[src/inc/rtc_pkg.sv]
// Package: register map, field layout and constants of the periodic counter
package rtc_pkg;

  // ------------------------------------------------------------------
  // Register map (byte addresses)
  // ------------------------------------------------------------------
  localparam logic [3:0] status_control_addr = 4'h0;
  localparam logic [3:0] count_value_addr = 4'h4;
  localparam logic [3:0] match_limit_addr = 4'h8;
  localparam int addr_width = 4;

  // ------------------------------------------------------------------
  // Status/control field positions
  // ------------------------------------------------------------------
  localparam int flag_bit = 7;
  localparam int source_hi_bit = 6;
  localparam int source_lo_bit = 5;
  localparam int irq_enable_bit = 4;
  localparam int divider_hi_bit = 3;
  localparam int divider_lo_bit = 0;

  // ------------------------------------------------------------------
  // Reset values
  // ------------------------------------------------------------------
  localparam logic [7:0] count_reset = 8'h00;
  localparam logic [7:0] match_reset = 8'h00;
  localparam logic [1:0] source_reset = 2'h0;
  localparam logic [3:0] divider_reset = 4'h0;

  // ------------------------------------------------------------------
  // Source select codes
  // ------------------------------------------------------------------
  localparam logic [1:0] source_low_power = 2'h0;
  localparam logic [1:0] source_external = 2'h1;

  // ------------------------------------------------------------------
  // Prescaler and bus constants
  // ------------------------------------------------------------------
  localparam int prescale_width = 18;
  localparam logic [1:0] resp_okay = 2'h0;
  localparam logic [1:0] resp_slverr = 2'h2;

  // ------------------------------------------------------------------
  // Carriers
  // ------------------------------------------------------------------
  typedef struct packed {
    logic match_flag;
    logic [1:0] source;
    logic irq_enable;
    logic [3:0] divider;
  } status_control_t;

  typedef struct packed {
    logic wait_mode;
    logic deep_stop;
    logic shallow_stop;
    logic debug_active;
  } power_mode_t;

endpackage
[src/hw/periodic_real_time_counter.sv]
// Periodic real-time counter with AXI4-Lite register slave
//
// Notes on behaviour
// - One 8-bit up-counter compared with match limit, one periodic interrupt.
// - Source select 00 low-power osc, 01 external ref, 1x internal ref.
// - Changing source select clears prescaler and count.
// - Changing divider select clears prescaler and count.
// - Flag bit 7, source 6-5, irq enable 4, divider 3-0.
// - Flag sets on the tick after count reaches match limit; zero until then.
// - Writing 1 to flag clears it and the request; 0 does nothing.
// - Request asserted while flag set and enable is one.
// - Reset clears flag, enable, source and divider; prescaler off.
// - Binary-bank ratios when source low bit is zero.
// - Decimal-bank ratios when source low bit is one.
// - Counting continues in wait mode; match request can wake.
// - Counting continues in shallow stop; request may wake.
// - In deep stop only low-power osc counts; others halt.
// - Debug mode suspends counting; resumes from held value.
// - At match count wraps to zero on next tick; flag set then.
// - Match limit zero sets flag on every prescaler tick.
// - Any match limit write clears prescaler and count; reset to zero.
// - Count register read-only, writes ignored, reset to zero.
`timescale 1ns/10ps
module periodic_real_time_counter (
  input wire logic aclk,
  input wire logic aresetn,
  input wire logic [rtc_pkg::addr_width-1:0] s_axi_awaddr,
  input wire logic [2:0] s_axi_awprot,
  input wire logic s_axi_awvalid,
  output logic s_axi_awready,
  input wire logic [31:0] s_axi_wdata,
  input wire logic [3:0] s_axi_wstrb,
  input wire logic s_axi_wvalid,
  output logic s_axi_wready,
  output logic [1:0] s_axi_bresp,
  output logic s_axi_bvalid,
  input wire logic s_axi_bready,
  input wire logic [rtc_pkg::addr_width-1:0] s_axi_araddr,
  input wire logic [2:0] s_axi_arprot,
  input wire logic s_axi_arvalid,
  output logic s_axi_arready,
  output logic [31:0] s_axi_rdata,
  output logic [1:0] s_axi_rresp,
  output logic s_axi_rvalid,
  input wire logic s_axi_rready,
  input wire logic low_power_osc_clock,
  input wire logic external_ref_clock,
  input wire logic internal_ref_clock,
  input wire rtc_pkg::power_mode_t power_mode,
  output logic irq_request,
  output logic wake_request
);
  import rtc_pkg::*;

  status_control_t status_control;
  logic periodic_match_flag;
  logic [1:0] source_select;
  logic periodic_irq_enable;
  logic [3:0] divider_select;
  logic [7:0] count_value;
  logic [7:0] match_limit;

  logic aw_held;
  logic w_held;
  logic [addr_width-1:0] aw_addr;
  logic [31:0] w_data;
  logic [3:0] w_strb;
  logic write_fire;
  logic read_fire;
  logic write_low_byte;
  logic [7:0] wbyte;

  logic write_status;
  logic write_match;
  logic source_change;
  logic divider_change;
  logic counter_clear;
  logic flag_clear;

  logic selected_clock;
  logic previous_clock;
  logic source_allowed;
  logic source_edge;
  logic prescale_tick;
  logic match_now;

  // ------------------------------------------------------------------
  // Address decode helper
  // ------------------------------------------------------------------
  function automatic logic is_mapped(input logic [addr_width-1:0] a);
    return a == status_control_addr || a == count_value_addr ||
           a == match_limit_addr;
  endfunction

  // ------------------------------------------------------------------
  // Write channels
  // ------------------------------------------------------------------
  assign s_axi_awready = !aw_held && !s_axi_bvalid;
  assign s_axi_wready = !w_held && !s_axi_bvalid;
  assign write_fire = aw_held && w_held && !s_axi_bvalid;
  assign write_low_byte = write_fire && w_strb[0];
  assign wbyte = w_data[7:0];

  always_ff @(posedge aclk) begin
    if (!aresetn) begin
      aw_held <= 1'b0;
    end else if (s_axi_awvalid && s_axi_awready) begin
      aw_held <= 1'b1;
    end else if (write_fire) begin
      aw_held <= 1'b0;
    end
  end

  always_ff @(posedge aclk) begin
    if (!aresetn) begin
      aw_addr <= '0;
    end else if (s_axi_awvalid && s_axi_awready) begin
      aw_addr <= s_axi_awaddr;
    end
  end

  always_ff @(posedge aclk) begin
    if (!aresetn) begin
      w_held <= 1'b0;
    end else if (s_axi_wvalid && s_axi_wready) begin
      w_held <= 1'b1;
    end else if (write_fire) begin
      w_held <= 1'b0;
    end
  end

  always_ff @(posedge aclk) begin
    if (!aresetn) begin
      w_data <= '0;
      w_strb <= '0;
    end else if (s_axi_wvalid && s_axi_wready) begin
      w_data <= s_axi_wdata;
      w_strb <= s_axi_wstrb;
    end
  end

  always_ff @(posedge aclk) begin
    if (!aresetn) begin
      s_axi_bvalid <= 1'b0;
    end else if (write_fire) begin
      s_axi_bvalid <= 1'b1;
    end else if (s_axi_bready) begin
      s_axi_bvalid <= 1'b0;
    end
  end

  always_ff @(posedge aclk) begin
    if (!aresetn) begin
      s_axi_bresp <= resp_okay;
    end else if (write_fire) begin
      s_axi_bresp <= is_mapped(aw_addr) ? resp_okay : resp_slverr;
    end
  end

  // ------------------------------------------------------------------
  // Read channel
  // ------------------------------------------------------------------
  assign s_axi_arready = !s_axi_rvalid;
  assign read_fire = s_axi_arvalid && s_axi_arready;

  always_ff @(posedge aclk) begin
    if (!aresetn) begin
      s_axi_rvalid <= 1'b0;
    end else if (read_fire) begin
      s_axi_rvalid <= 1'b1;
    end else if (s_axi_rready) begin
      s_axi_rvalid <= 1'b0;
    end
  end

  always_ff @(posedge aclk) begin
    if (!aresetn) begin
      s_axi_rdata <= '0;
      s_axi_rresp <= resp_okay;
    end else if (read_fire) begin
      s_axi_rresp <= is_mapped(s_axi_araddr) ? resp_okay : resp_slverr;
      case (s_axi_araddr)
        status_control_addr: s_axi_rdata <= {24'h0, status_control};
        count_value_addr: s_axi_rdata <= {24'h0, count_value};
        match_limit_addr: s_axi_rdata <= {24'h0, match_limit};
        default: s_axi_rdata <= '0;
      endcase
    end
  end

  // ------------------------------------------------------------------
  // Register writes
  // ------------------------------------------------------------------
  assign write_status = write_low_byte && aw_addr == status_control_addr;
  assign write_match = write_low_byte && aw_addr == match_limit_addr;
  assign source_change = write_status &&
    wbyte[source_hi_bit:source_lo_bit] != status_control.source;
  assign divider_change = write_status &&
    wbyte[divider_hi_bit:divider_lo_bit] != status_control.divider;
  assign counter_clear = source_change || divider_change || write_match;
  assign flag_clear = write_status && wbyte[flag_bit];

  always_ff @(posedge aclk) begin
    if (!aresetn) begin
      source_select <= source_reset;
      divider_select <= divider_reset;
    end else if (write_status) begin
      source_select <= wbyte[source_hi_bit:source_lo_bit];
      divider_select <= wbyte[divider_hi_bit:divider_lo_bit];
    end
  end

  always_ff @(posedge aclk) begin
    if (!aresetn) begin
      periodic_irq_enable <= 1'b0;
    end else if (write_status) begin
      periodic_irq_enable <= wbyte[irq_enable_bit];
    end
  end

  // Register image in field order
  assign status_control = {periodic_match_flag, source_select,
    periodic_irq_enable, divider_select};

  always_ff @(posedge aclk) begin
    if (!aresetn) begin
      match_limit <= match_reset;
    end else if (write_match) begin
      match_limit <= wbyte;
    end
  end

  // ------------------------------------------------------------------
  // Source selection and edge sampling
  // ------------------------------------------------------------------
  always_comb begin
    case (status_control.source)
      source_low_power: selected_clock = low_power_osc_clock;
      source_external: selected_clock = external_ref_clock;
      default: selected_clock = internal_ref_clock;
    endcase
  end

  // Deep stop keeps only the low-power oscillator; debug freezes all
  assign source_allowed = !power_mode.debug_active &&
    (!power_mode.deep_stop ||
     status_control.source == source_low_power);

  // Starting high hides a false edge after reset or a source switch
  always_ff @(posedge aclk) begin
    if (!aresetn) begin
      previous_clock <= 1'b1;
    end else if (source_change) begin
      previous_clock <= 1'b1;
    end else begin
      previous_clock <= selected_clock;
    end
  end

  // Wait and shallow stop do not gate counting
  assign source_edge = selected_clock && !previous_clock &&
    source_allowed;

  rtc_prescaler u_prescaler (
    .aclk(aclk),
    .aresetn(aresetn),
    .clear(counter_clear),
    .source_edge(source_edge),
    .decimal_bank(status_control.source[0]),
    .divider_select(status_control.divider),
    .tick(prescale_tick)
  );

  // ------------------------------------------------------------------
  // Counter and match flag
  // ------------------------------------------------------------------
  assign match_now = count_value == match_limit;

  always_ff @(posedge aclk) begin
    if (!aresetn || counter_clear) begin
      count_value <= count_reset;
    end else if (prescale_tick) begin
      count_value <= match_now ? 8'h00 : count_value + 8'h01;
    end
  end

  // Set wins over a clear in the same cycle unless the same write also clears the counter
  always_ff @(posedge aclk) begin
    if (!aresetn) begin
      periodic_match_flag <= 1'b0;
    end else if (prescale_tick && match_now && !counter_clear) begin
      periodic_match_flag <= 1'b1;
    end else if (flag_clear) begin
      periodic_match_flag <= 1'b0;
    end
  end

  // ------------------------------------------------------------------
  // Request outputs
  // ------------------------------------------------------------------
  assign irq_request = status_control.match_flag &&
    status_control.irq_enable;
  assign wake_request = irq_request;

endmodule // periodic_real_time_counter

[src/hw/rtc_prescaler.sv]
// Prescaler: divides source edges by the selected binary or decimal ratio
`timescale 1ns/10ps
module rtc_prescaler (
  input wire logic aclk,
  input wire logic aresetn,
  input wire logic clear,
  input wire logic source_edge,
  input wire logic decimal_bank,
  input wire logic [3:0] divider_select,
  output logic tick
);
  import rtc_pkg::*;

  logic [rtc_pkg::prescale_width-1:0] phase;
  logic [rtc_pkg::prescale_width-1:0] ratio;

  // ------------------------------------------------------------------
  // Divide ratio lookup
  // ------------------------------------------------------------------
  function automatic logic [prescale_width-1:0] divide_ratio(
    input logic bank, input logic [3:0] code);
    logic [prescale_width-1:0] r;
    r = '0;
    if (!bank) begin
      case (code)
        4'h1: r = 18'd8;
        4'h2: r = 18'd32;
        4'h3: r = 18'd64;
        4'h4: r = 18'd128;
        4'h5: r = 18'd256;
        4'h6: r = 18'd512;
        4'h7: r = 18'd1024;
        4'h8: r = 18'd1;
        4'h9: r = 18'd2;
        4'ha: r = 18'd4;
        4'hb: r = 18'd10;
        4'hc: r = 18'd16;
        4'hd: r = 18'd100;
        4'he: r = 18'd500;
        4'hf: r = 18'd1000;
        default: r = '0;
      endcase
    end else begin
      case (code)
        4'h1: r = 18'd1024;
        4'h2: r = 18'd2048;
        4'h3: r = 18'd4096;
        4'h4: r = 18'd8192;
        4'h5: r = 18'd16384;
        4'h6: r = 18'd32768;
        4'h7: r = 18'd65536;
        4'h8: r = 18'd1000;
        4'h9: r = 18'd2000;
        4'ha: r = 18'd5000;
        4'hb: r = 18'd10000;
        4'hc: r = 18'd20000;
        4'hd: r = 18'd50000;
        4'he: r = 18'd100000;
        4'hf: r = 18'd200000;
        default: r = '0;
      endcase
    end
    return r;
  endfunction

  assign ratio = divide_ratio(decimal_bank, divider_select);

  // ------------------------------------------------------------------
  // Phase counter
  // ------------------------------------------------------------------
  always_ff @(posedge aclk) begin
    if (!aresetn || clear || ratio == '0) begin
      phase <= '0;
      tick <= 1'b0;
    end else if (source_edge) begin
      if (phase == ratio - 18'd1) begin
        phase <= '0;
        tick <= 1'b1;
      end else begin
        phase <= phase + 18'd1;
        tick <= 1'b0;
      end
    end else begin
      tick <= 1'b0;
    end
  end

endmodule // rtc_prescaler

[config.mk]
export PLATFORM = sky130hd
export DESIGN_NAME = periodic_real_time_counter
export DESIGN_NICKNAME = d
export VERILOG_FILES = /design/src/inc/rtc_pkg.sv /design/src/hw/periodic_real_time_counter.sv /design/src/hw/rtc_prescaler.sv
export SDC_FILE = /design/constraint.sdc
export NUM_CORES = 1
export LEC_CHECK = 0
export BUFFER_PORTS_ARGS = -buffer_cell sky130_fd_sc_hd__buf_2
export CAP_MARGIN = 40
export CORE_UTILIZATION = 49
export DETAILED_ROUTE_END_ITERATION = 10
export HOLD_SLACK_MARGIN = 0.12
export PLACE_DENSITY = 0.72
export SLEW_MARGIN = 20
export SYNTH_ARGS = -nofsm -noshare
export SYNTH_HDL_FRONTEND = slang
export SYNTH_SLANG_ARGS = --single-unit
[constraint.sdc]
create_clock -name aclk -period 8.4 [get_ports aclk]
set_input_delay 0.42 -clock aclk [delete_from_list [all_inputs] [get_ports aclk]]
set_output_delay 0.42 -clock aclk [all_outputs]
set_load 0.02 [all_outputs]
==> results of run 1 <==
stage by stage:
step / power (W) / instances
6_report: 0.000806 / 828
5_1_grt: 0.000838 / 828
3_3_place_gp: 0.000535 / 811
2_1_floorplan: 0.000530 / 687
4_1_cts: 0.000811 / 828
3_5_place_dp: 0.000537 / 812
cell families after synthesis:
logic type	Yosys count	synth area share, %
AOI/OAI and AO/OA	103	12.7
adders and majority gates	9	2.10
muxes	39	7.27
xor gates and xnor gates	61	9.95
other	1	0.0698
buffers and inverters	73	7.39
DFF	97	36.2
and+or+nand+nor	279	24.3
per-layer routing:
metal / wire (um) / up-vias / GRT usage, %
met4: 310 / 0 / 8.41
met5: 0 / - / 0
li1: - / 2274 / -
met1: 5380 / 2165 / 27.2
met2: 6270 / 125 / 40.3
met3: 477 / 19 / 4.19
final timing paths:
path	start	end	cells past startpoint
worst max-delay path	source_select[0]	u_prescaler.phase[0]	8
worst min-delay path	s_axi_rready	s_axi_rvalid	2
worst min register to register	w_strb[0]	w_strb[0]	2
worst max register to register	source_select[0]	u_prescaler.phase[0]	8
area by class of cell:
type                       instances  area (sq um)  share of cell area, %
timing repair buffer              50           260                   4.55
inverter                          12          45.0                  0.787
tap                              136           170                   2.97
clock inverter                     7          53.8                  0.940
clock buffer                       9           124                   2.16
sequential                        97          1940                   34.0
multi-input combinational        517          3130                   54.6
worst max-delay path: stages, from the launching register on:
cell	delay [ns]
dfxtp_2	0.67
buf_4	0.40
nor3b_1	0.32
o221ai_1	0.28
or2_2	0.40
o31ai_1	0.37
nand4_1	0.26
nor3_4	0.61
nor2_1	0.12
layout by cell type (no fill, tap or decap), drive strengths merged, types with 6 or more instances in the layout:
master | synthesis | final
nand3 | 16 | 16
a211oi | 6 | 6
o22ai | 7 | 7
a22oi | 9 | 9
clkbuf | 29 | 9
and3 | 9 | 9
inv | 10 | 12
nor3 | 20 | 20
a21oi | 27 | 27
dfxtp | 97 | 97
xor2 | 16 | 16
xnor2 | 45 | 45
buf | 32 | 50
nand4 | 13 | 13
mux2i | 39 | 39
nand2b | 9 | 9
ha | 9 | 9
nand2 | 93 | 93
nor2b | 6 | 6
nor2 | 85 | 85
o21ai | 23 | 23
conb | 1 | 26
power by group:
part | total [W] | switching [W] | leakage, nW | internal (W)
clock network | 0.000279 | 0.000169 | 0.0875 | 0.000110
registers | 0.000472 | 0.00000621 | 0.785 | 0.000466
logic | 0.0000544 | 0.0000369 | 1.41 | 0.0000175
==> results by group, run 1 <==
Global route
  • Largest net degree at the start of global routing: 39
  • Overall Global Routing Usage: 22.7%
  • Antenna violations before repair: 0
  • Total gr overflow: 0
  • Vias in the first global route: 4256
  • First-pass GRT wire length: 20700 um

Timing
  • Slew at the pin closest to its max-slew limit: 0.811 ns
  • RSZ-0062 raised after global routing: no
  • Final count of negative-setup-slack endpoints: 0
  • Slew margin rel.: 45.7%
  • WHS: 0.229 ns
  • Final Hold Viols: 0
  • Fmax: 0.279 GHz
  • Crit path time final: 3.59 ns
  • Fin crit share: 42.7%
  • Setup total negative slack: 0 ns
  • Worst Skew: 0.0170 ns
  • Max Slew Vio Count: 0
  • Worst setup margin: 4.81 ns

Clock tree
  • Num CTS Buffers: 9
  • Clock tree root buffer cell: clkbuf_8
  • CTS HTree Levels: 3
  • CTS Hold Bufs: 0
  • Clock Path Buffers: 2
  • Post-CTS resize count: 0
  • Clock transition at the registers of the reported paths: 0.10 ns
  • Clk Latency, worst-skew pair: 0.37 ns
  • Post-CTS Setup Bufs: 0
  • TritonCTS clock tree: done
  • TritonCTS Sinks: 97

Synthesis
  • Distinct cell type count after synthesis: 56
  • Leading area contributor after synthesis: dfxtp_1
  • Most frequent cells after synthesis: dfxtp_1, nand2_1, nor2_1, xnor2_1, mux2i_1
  • Top cell type's share of synthesized area: 36.2%
  • Register bit total from synthesis: 97
  • Number of synthesized flops with an enable pin: 0
  • Mapped Area: 5370 sq um
  • Most common cell in the netlist: dfxtp_1
  • Register area share after synthesis: 36.2%
  • Area contributors post-synth: dfxtp_1, xnor2_1, mux2i_1, nand2_1, nor2_1
  • Ys Warns: 0
  • Ys flop type: dfxtp_1
  • FFs w/ async S/R, synth: 0%
  • Avg Inst Size Synth: 8.11 sq um
  • Post-Syn Instances: 662

Routing
  • Post-route ant nets: 0
  • DR iter-0 viols: 288
  • Vias per cell: 5.54
  • Detailed-route DRC error count: 0
  • Drt first pass iters: 4
  • Total Wirelength: 12400 um
  • Drt wl/cell: 15.0 um
  • Via Count: 4583

Placed design
  • Pre-CTS WS: 4.92 ns
  • Dpl hpwl: 9350 um
  • I/O Buffers: 45
  • GP Congestion: 0.883
  • Cell Area, Placed: 5540 sq um

Final layout
  • Layout cells sized above 1: 11.0%
  • Final #Nets: 760
  • Util after Layout: 54.7%
  • Area added between synthesis and finish: 6.57%
  • Fill count: 995
  • N_diodes: 0
  • Design Area, Final: 5720 sq um

Power and ir drop
  • Max VDD drop: 0.107 mV
  • Power Dens Cells: 141 nW/um^2
  • Leak: 2.28 nW

Worst setup path
  • Req. time, crit path: 8.63 ns
  • Crit end category: flop
  • R2R Setup Slk: 4.81 ns
  • Crit Path Class: flop to flop
  • Critical path fanouts, max: 28
  • Startpoint Class: flop
  • Worst EP arrival: 3.81 ns

Outcome
  • Outcome: completed

Job
  • Max Cap Viol: 0

Floorplanning
  • Row Count: 37
  • Boundary pin count: 107
  • Initial Utilization: 51.3%
  • Die area: 11400 sq um
  • Die Width: 107 um
  • DIE HEIGHT: 107 um
  • Total core area: 10500 sq um

Hold path
  • Min-Delay Path Class: input pin to flop
No activity file was read; power rests on OpenSTA's default activity.
==> inputs of run 2 (changes only) <==
Settings changed: ABC_AREA set to 1.
Clock period 8.4 ns to 3.6 ns, I/O delays scaled along.
==> results by group, run 2 <==
Outcome
  • Outcome: completed (unchanged)

Floorplanning
  • Total core area: 11000 sq um (was 10500 sq um)
  • Row Count: 38 (was 37)
  • Die Width: 109 um (was 107 um)
  • Initial Utilization: 50.8% (was 51.3%)
  • DIE HEIGHT: 109 um (was 107 um)
  • Boundary pin count: 107 (unchanged)
  • Die area: 11800 sq um (was 11400 sq um)

Timing
  • Fmax: 0.357 GHz (was 0.279 GHz)
  • Slew margin rel.: 52.9% (was 45.7%)
  • Crit path time final: 2.80 ns (was 3.59 ns)
  • Final Hold Viols: 0 (unchanged)
  • WHS: 0.132 ns (was 0.229 ns)
  • Max Slew Vio Count: 0 (unchanged)
  • RSZ-0062 raised after global routing: no (unchanged)
  • Final count of negative-setup-slack endpoints: 0 (unchanged)
  • Slew at the pin closest to its max-slew limit: 0.701 ns (was 0.811 ns)
  • Setup total negative slack: 0 ns (unchanged)
  • Worst Skew: 0.00451 ns (was 0.0170 ns)
  • Fin crit share: 77.8% (was 42.7%)

Global route
  • Largest net degree at the start of global routing: 29 (was 39)
  • Total gr overflow: 0 (unchanged)
  • Vias in the first global route: 4693 (was 4256)
  • Antenna violations before repair: 0 (unchanged)
  • First-pass GRT wire length: 21800 um (was 20700 um)
  • Overall Global Routing Usage: 23.9% (was 22.7%)

Final layout
  • Commonest non-fill, non-tap cell in the layout: nand2_1 (was dfxtp_1)
  • Leading cell types in the layout, fill and taps excluded: nand2_1, nor2_1, inv_1, dfxtp_1, nand3_1 (was dfxtp_1, nand2_1, nor2_1, buf_2, xnor2_1)
  • Util after Layout: 57.0% (was 54.7%)
  • Layout cells sized above 1: 12.2% (was 11.0%)
  • N_diodes: 0 (unchanged)
  • Area added between synthesis and finish: 12.4% (was 6.57%)
  • Design Area, Final: 6260 sq um (was 5720 sq um)
  • Final #Nets: 968 (was 760)
  • Fill count: 1069 (was 995)

Clock tree
  • Num CTS Buffers: 9 (unchanged)
  • TritonCTS clock tree: done (unchanged)
  • Post-CTS Setup Bufs: 0 (unchanged)
  • Clock tree root buffer cell: clkbuf_16 (was clkbuf_8)
  • Clock Path Buffers: 2 (unchanged)
  • Clk Latency, worst-skew pair: 0.34 ns (was 0.37 ns)
  • TritonCTS Sinks: 97 (unchanged)
  • CTS HTree Levels: 3 (unchanged)
  • Clock transition at the registers of the reported paths: 0.06 ns (was 0.10 ns)

Worst setup path
  • Crit path cell chain: inv_8 > nand2_1 > ha_1 > nand2_1 > inv_1 > nand2_1 > nor2_4 > nand3_2 > nor3_1 > a21oi_2 > inv_2 > nor2_1 > nand2_2 > inv_2 (was buf_4 > nor3b_1 > o221ai_1 > or2_2 > o31ai_1 > nand4_1 > nor3_4 > nor2_1)
  • CP max-delay cell: dfxtp_1 (was dfxtp_2)
  • R2R Setup Slk: 0.80 ns (was 4.81 ns)
  • Req. time, crit path: 3.84 ns (was 8.63 ns)
  • R2R depth: 14 (was 8)
  • RR Endpoint: u_prescaler.phase[6] (was u_prescaler.phase[0])
  • Most frequent CP cell: nand2_1
  • Buf+Inv Stages, Crit Path: 4 (was 1)
  • Crit Path Class: flop to flop (unchanged)
  • Startpoint Class: flop (unchanged)
  • Critical path fanouts, max: 17 (was 28)
  • FF-to-FF Start: source_select[0] (unchanged)
  • Peak per-stage delay on the critical path: 0.67 ns (about the same)
  • Worst EP arrival: 3.04 ns (was 3.81 ns)
  • Crit end category: flop (unchanged)
  • Top delay family on crit path: simple AND/OR/NAND/NOR gates (unchanged)

Routing
  • Detailed-route DRC error count: 0 (unchanged)
  • Met1 wire length: 5810 um (was 5380 um)
  • Drt first pass iters: 5 (was 4)
  • Met3 WL post-DR: 577 um (was 477 um)
  • Vias per cell: 4.97 (was 5.54)
  • Met2 WL post-DR: 6430 um (was 6270 um)
  • DR top layer: met4 (unchanged)
  • Via Count: 5156 (was 4583)
  • DR iter-0 viols: 319 (was 288)
  • Total Wirelength: 13100 um (was 12400 um)
  • Drt wl/cell: 12.7 um (was 15.0 um)
  • Post-route ant nets: 0 (unchanged)

Placed design
  • Dpl hpwl: 9950 um (was 9350 um)
  • Cell Area, Placed: 5790 sq um (was 5540 sq um)
  • GP Congestion: 0.916 (was 0.883)
  • I/O Buffers: 45 (unchanged)

Power and ir drop
  • Power Dens Cells: 383 nW/um^2 (was 141 nW/um^2)
  • Pwr Total: 0.00240 W (was 0.000806 W)
  • Leak: 2.91 nW (was 2.28 nW)
  • Max VDD drop: 0.229 mV (was 0.107 mV)

Synthesis
  • Avg Inst Size Synth: 6.65 sq um (was 8.11 sq um)
  • FFs w/ async S/R, synth: 0% (unchanged)
  • Register area share after synthesis: 34.8% (was 36.2%)
  • Number of synthesized flops with an enable pin: 0 (unchanged)
  • Area contributors post-synth: dfxtp_1, nand2_1, nor2_1, inv_1, nand3_1 (was dfxtp_1, xnor2_1, mux2i_1, nand2_1, nor2_1)
  • Top cell type's share of synthesized area: 34.8% (was 36.2%)
  • Ys Warns: 0 (unchanged)
  • Post-Syn Instances: 838 (was 662)
  • Distinct cell type count after synthesis: 41 (was 56)
  • Register bit total from synthesis: 97 (unchanged)
  • Ys flop type: dfxtp_1 (unchanged)
  • Most frequent cells after synthesis: nand2_1, nor2_1, inv_1, dfxtp_1, nand3_1 (was dfxtp_1, nand2_1, nor2_1, xnor2_1, mux2i_1)
  • Most common cell in the netlist: nand2_1 (was dfxtp_1)
  • Leading area contributor after synthesis: dfxtp_1 (unchanged)
  • Mapped Area: 5580 sq um (was 5370 sq um)

Hold path
  • Hold depth: 3 (was 2)
  • Hold EP: aw_addr[2] (was s_axi_rvalid)
  • Hold Startpoint: s_axi_awaddr[2] (was s_axi_rready)
  • Min-Delay Path Class: input pin to flop (unchanged)

Job
  • Max Cap Viol: 0 (unchanged)
-- run 2: changes by cell type after synthesis, sizes merged, moves of 9 or more --
cell    delta
a22oi      -9
clkbuf    -22
inv      +100
mux2i     -39
nand2    +139
nand2b     -9
nand3     +42
nor2      +40
o21ai     +27
xnor2     -31
-- run 2: how the worst max path moves through the flow --
stage,startpoint,to,cells past startpoint
3_5_place_dp,source_select[0],u_prescaler.phase[11],14
2_1_floorplan,s_axi_bvalid,flop,11
5_1_grt,source_select[0],u_prescaler.phase[3],14
3_3_place_gp,source_select[0],u_prescaler.phase[2],14
4_1_cts,source_select[0],u_prescaler.phase[6],14
6_report,source_select[0],u_prescaler.phase[6],14
-- run 2: report_power, final --
part | switching, W | internal (W) | total [W]
Combinational | 0.000139 | 0.0000682 | 0.000208
Sequential | 0.0000187 | 0.00110 | 0.00111
Clock | 0.000385 | 0.000690 | 0.00108
Total | 0.000543 | 0.00185 | 0.00240
-- run 2: repair_timing --
action                    4_1_cts  5_1_grt
hold endpoints to repair       14        0
gates resized for setup         0        0
hold buffers                   14        0
-- run 2: kinds of logic (layout without fill, tap and decap cells) --
group	Yosys count	in the layout	synth area share (%)
compound gates	88	88	8.24
xor+xnor	35	35	5.50
fa+ha+maj	9	9	2.02
buf+inv	153	188	13.1
flops	97	97	34.8
other cells	1	26	0.0673
simple gates	455	455	36.3
-- run 2: worst min-delay path: cells and delay by family --
kind                   cells  cell delay [ns]
AO/OA/AOI/OAI              2             0.18
buffers and inverters      1             0.07
-- run 2: through the flow --
stage / cells / setup slack [ns]
2_1_floorplan: 863 / 1.44
3_3_place_gp: 1010 / 0.868
3_5_place_dp: 1010 / 0.851
4_1_cts: 1038 / 0.819
5_1_grt: 1038 / 0.503
6_report: 1038 / 0.798
-- run 2: area by class of cell --
cell class                 count  area, sq um  share of cell area [%]
inverter                     112          428                    6.83
clock inverter                 3         90.1                    1.44
tap                          140          175                    2.80
sequential                    97         1940                    31.0
timing repair buffer          62          388                    6.19
clock buffer                  11          243                    3.87
multi-input combinational    613         3000                    47.9
-- run 2: layer usage --
| metal | track usage, % | vias to the layer above |
|---|---|---|
| met5 | 0 | - |
| li1 | - | 2684 |
| met3 | 3.59 | 26 |
| met2 | 42.5 | 121 |
| met1 | 28.6 | 2325 |
| met4 | 10.0 | 0 |
==> inputs of run 3 (changes only) <==
Settings changed: ABC_AREA 1 to 0.
Clock period 3.6 ns to 2.65 ns, I/O delays scaled along.
==> results by group, run 3 (synthesis gave the netlist of run 1 again) <==
Outcome
  • Outcome: finished with violations (was completed)
  • Failing checks: negative setup slack

Hold path
  • Hold depth: 3 (unchanged)
  • Hold EP: periodic_match_flag (was aw_addr[2])
  • Min-Delay Path Class: input pin to flop (unchanged)
  • Hold Startpoint: aresetn (was s_axi_awaddr[2])

Routing
  • DR iter-0 viols: 323 (was 319)
  • Detailed-route DRC error count: 0 (unchanged)
  • Vias per cell: 5.32 (was 4.97)
  • Post-route ant nets: 0 (unchanged)
  • Total Wirelength: 12900 um (was 13100 um)
  • Drt first pass iters: 5 (unchanged)
  • Via Count: 4759 (was 5156)
  • Drt wl/cell: 14.4 um (was 12.7 um)

Worst setup path
  • R2R depth: 9 (was 14)
  • Startpoint Class: flop (unchanged)
  • Critical path fanouts, max: 17 (unchanged)
  • Crit end category: flop (unchanged)
  • Worst EP arrival: 2.97 ns (was 3.04 ns)
  • Crit Path Class: flop to flop (unchanged)
  • RR Endpoint: u_prescaler.phase[6] (unchanged)
  • Top delay family on crit path: simple AND/OR/NAND/NOR gates (unchanged)
  • Levels on crit path: 9 (was 14)
  • Worst setup path startpoint: source_select[0] (unchanged)
  • Crit path cell chain: or4b_4 > o32ai_4 > xnor2_1 > o41a_1 > a311oi_1 > nand4_1 > nor3_4 > buf_12 > nor2_1 (was inv_8 > nand2_1 > ha_1 > nand2_1 > inv_1 > nand2_1 > nor2_4 > nand3_2 > nor3_1 > a21oi_2 > inv_2 > nor2_1 > nand2_2 > inv_2)
  • Req. time, crit path: 2.92 ns (was 3.84 ns)
  • Buf+Inv Stages, Crit Path: 1 (was 4)
  • Peak per-stage delay on the critical path: 0.51 ns (was 0.67 ns)
  • FF-to-FF Start: source_select[0] (unchanged)
  • CP max-delay cell: or4b_4 (was dfxtp_1)
  • R2R Setup Slk: -0.06 ns (was 0.80 ns)

Final layout
  • Final #Nets: 827 (was 968)
  • N_diodes: 0 (unchanged)
  • Area added between synthesis and finish: 19.8% (was 12.4%)
  • Final cell count without fillers: 895 (was 1038)
  • Layout cells sized above 1: 18.7% (was 12.2%)
  • Commonest non-fill, non-tap cell in the layout: dfxtp_1 (was nand2_1)
  • Leading cell types in the layout, fill and taps excluded: dfxtp_1, nand2_1, nor2_1, buf_4 (was nand2_1, nor2_1, inv_1, dfxtp_1, nand3_1)

Timing
  • Slew margin rel.: 66.7% (was 52.9%)
  • Max Slew Vio Count: 0 (unchanged)
  • Final Hold Viols: 0 (unchanged)
  • Fmax: 0.369 GHz (was 0.357 GHz)
  • Worst setup margin: -0.0567 ns (was 0.798 ns)
  • Crit path time final: 2.71 ns (was 2.80 ns)
  • Slew at the pin closest to its max-slew limit: 0.499 ns (was 0.701 ns)
  • Final count of negative-setup-slack endpoints: 18 (was 0)
  • RSZ-0062 raised after global routing: yes (was no)
  • Setup total negative slack: -0.862 ns (was 0 ns)
  • Worst Skew: 0.0145 ns (was 0.00451 ns)
  • Fin crit share: 102% (was 77.8%)

Floorplanning
  • Boundary pin count: 107 (unchanged)
  • Total core area: 10500 sq um (was 11000 sq um)
  • Row Count: 37 (was 38)
  • Die Width: 107 um (was 109 um)
  • DIE HEIGHT: 107 um (was 109 um)
  • Initial Utilization: 51.3% (was 50.8%)
  • Die area: 11400 sq um (was 11800 sq um)

Global route
  • Largest net degree at the start of global routing: 38 (was 29)
  • Overall Global Routing Usage: 23.8% (was 23.9%)
  • First-pass GRT wire length: 21600 um (was 21800 um)
  • Total gr overflow: 0 (unchanged)
  • Vias in the first global route: 4516 (was 4693)
  • Antenna violations before repair: 0 (unchanged)

Power and ir drop
  • Combinational share of power: 7.3% (was 8.7%)
  • Power Dens Cells: 423 nW/um^2 (was 383 nW/um^2)
  • Sw Pwr: 0.000701 W (was 0.000543 W)
  • Switching part of the total: 25.8% (was 22.7%)
  • Clock share of power: 37.6% (was 44.9%)
  • Leak: 2.66 nW (was 2.91 nW)
  • Max VDD drop: 0.322 mV (was 0.229 mV)
  • P_int: 0.00202 W (was 0.00185 W)
  • Seq pwr share: 55.1% (was 46.5%)

Placed design
  • I/O Buffers: 45 (unchanged)
  • Placed cells: 856 (was 1010)
  • GP Congestion: 0.878 (was 0.916)
  • Dpl hpwl: 9660 um (was 9950 um)

Clock tree
  • Clk Latency, worst-skew pair: 0.37 ns (was 0.34 ns)
  • Clock tree root buffer cell: clkbuf_8 (was clkbuf_16)
  • TritonCTS Sinks: 97 (unchanged)
  • CTS HTree Levels: 3 (unchanged)
  • Num CTS Buffers: 9 (unchanged)
  • Clock Path Buffers: 2 (unchanged)
  • Clock transition at the registers of the reported paths: 0.10 ns (was 0.06 ns)
  • TritonCTS clock tree: done (unchanged)

Job
  • Max Cap Viol: 0 (unchanged)
-- run 3: worst reg2reg max path, cell delays in order, from the launching register on --
cell and delay, ns:
dfxtp_4 0.41, or4b_4 0.51, o32ai_4 0.28, xnor2_1 0.10, o41a_1 0.33, a311oi_1 0.29
nand4_1 0.21, nor3_4 0.26, buf_12 0.17, nor2_1 0.06
-- run 3: worst max path at each step --
stage                       endpoint
2_1_floorplan  u_prescaler.phase[10]
3_3_place_gp    u_prescaler.phase[9]
3_5_place_dp   u_prescaler.phase[13]
4_1_cts         u_prescaler.phase[6]
5_1_grt         u_prescaler.phase[9]
6_report        u_prescaler.phase[6]
-- run 3: metrics by stage --
step           utilization [%]  setup slack (ns)  area, sq um  hold WS [ns]  total power [W]
2_1_floorplan                -           0.00389         5500         0.227          0.00168
3_3_place_gp              56.6           -0.0443         5920         0.320          0.00170
3_5_place_dp              56.6            -0.105         5920         0.332          0.00170
4_1_cts                   60.7           -0.0285         6350         0.126          0.00273
5_1_grt                   61.5            -0.227         6430         0.164          0.00282
6_report                  61.5           -0.0567         6430         0.142          0.00272
-- run 3: repair_timing --
item | CTS | global route
hold buffers | 19 | 0
resized for setup | 5 | 11
endpoints found under the hold margin | 17 | 0
buffers inserted | 0 | 3
setup endpoints to repair | 18 | 25
pin swaps | 1 | 6
-- run 3: cell type report --
class | instances | area [sq um]
Timing Repair Buffer | 117 | 826
Clock buffer | 10 | 128
Sequential cell | 97 | 1950
Fill cell | 919 | 4030
Clock inverter | 6 | 83.8
Multi-Input combinational cell | 517 | 3230
Tap cell | 136 | 170
Inverter | 12 | 45.0
-- run 3: layer usage --
metal	wire length, um	track usage [%]
met2	6490	42.2
met5	0	0
met1	5570	29.0
met4	296	7.44
met3	490	4.19
-- run 3: power groups by stage --
| stage | Clock, W | Combinational [W] | Sequential [W] |
|---|---|---|---|
| after floorplan | 0 | 0.000151 | 0.00153 |
| after global placement | 0 | 0.000169 | 0.00153 |
| after detailed placement | 0 | 0.000173 | 0.00153 |
| after CTS | 0.00104 | 0.000195 | 0.00150 |
| after global routing | 0.00110 | 0.000219 | 0.00150 |
| final | 0.00102 | 0.000198 | 0.00150 |
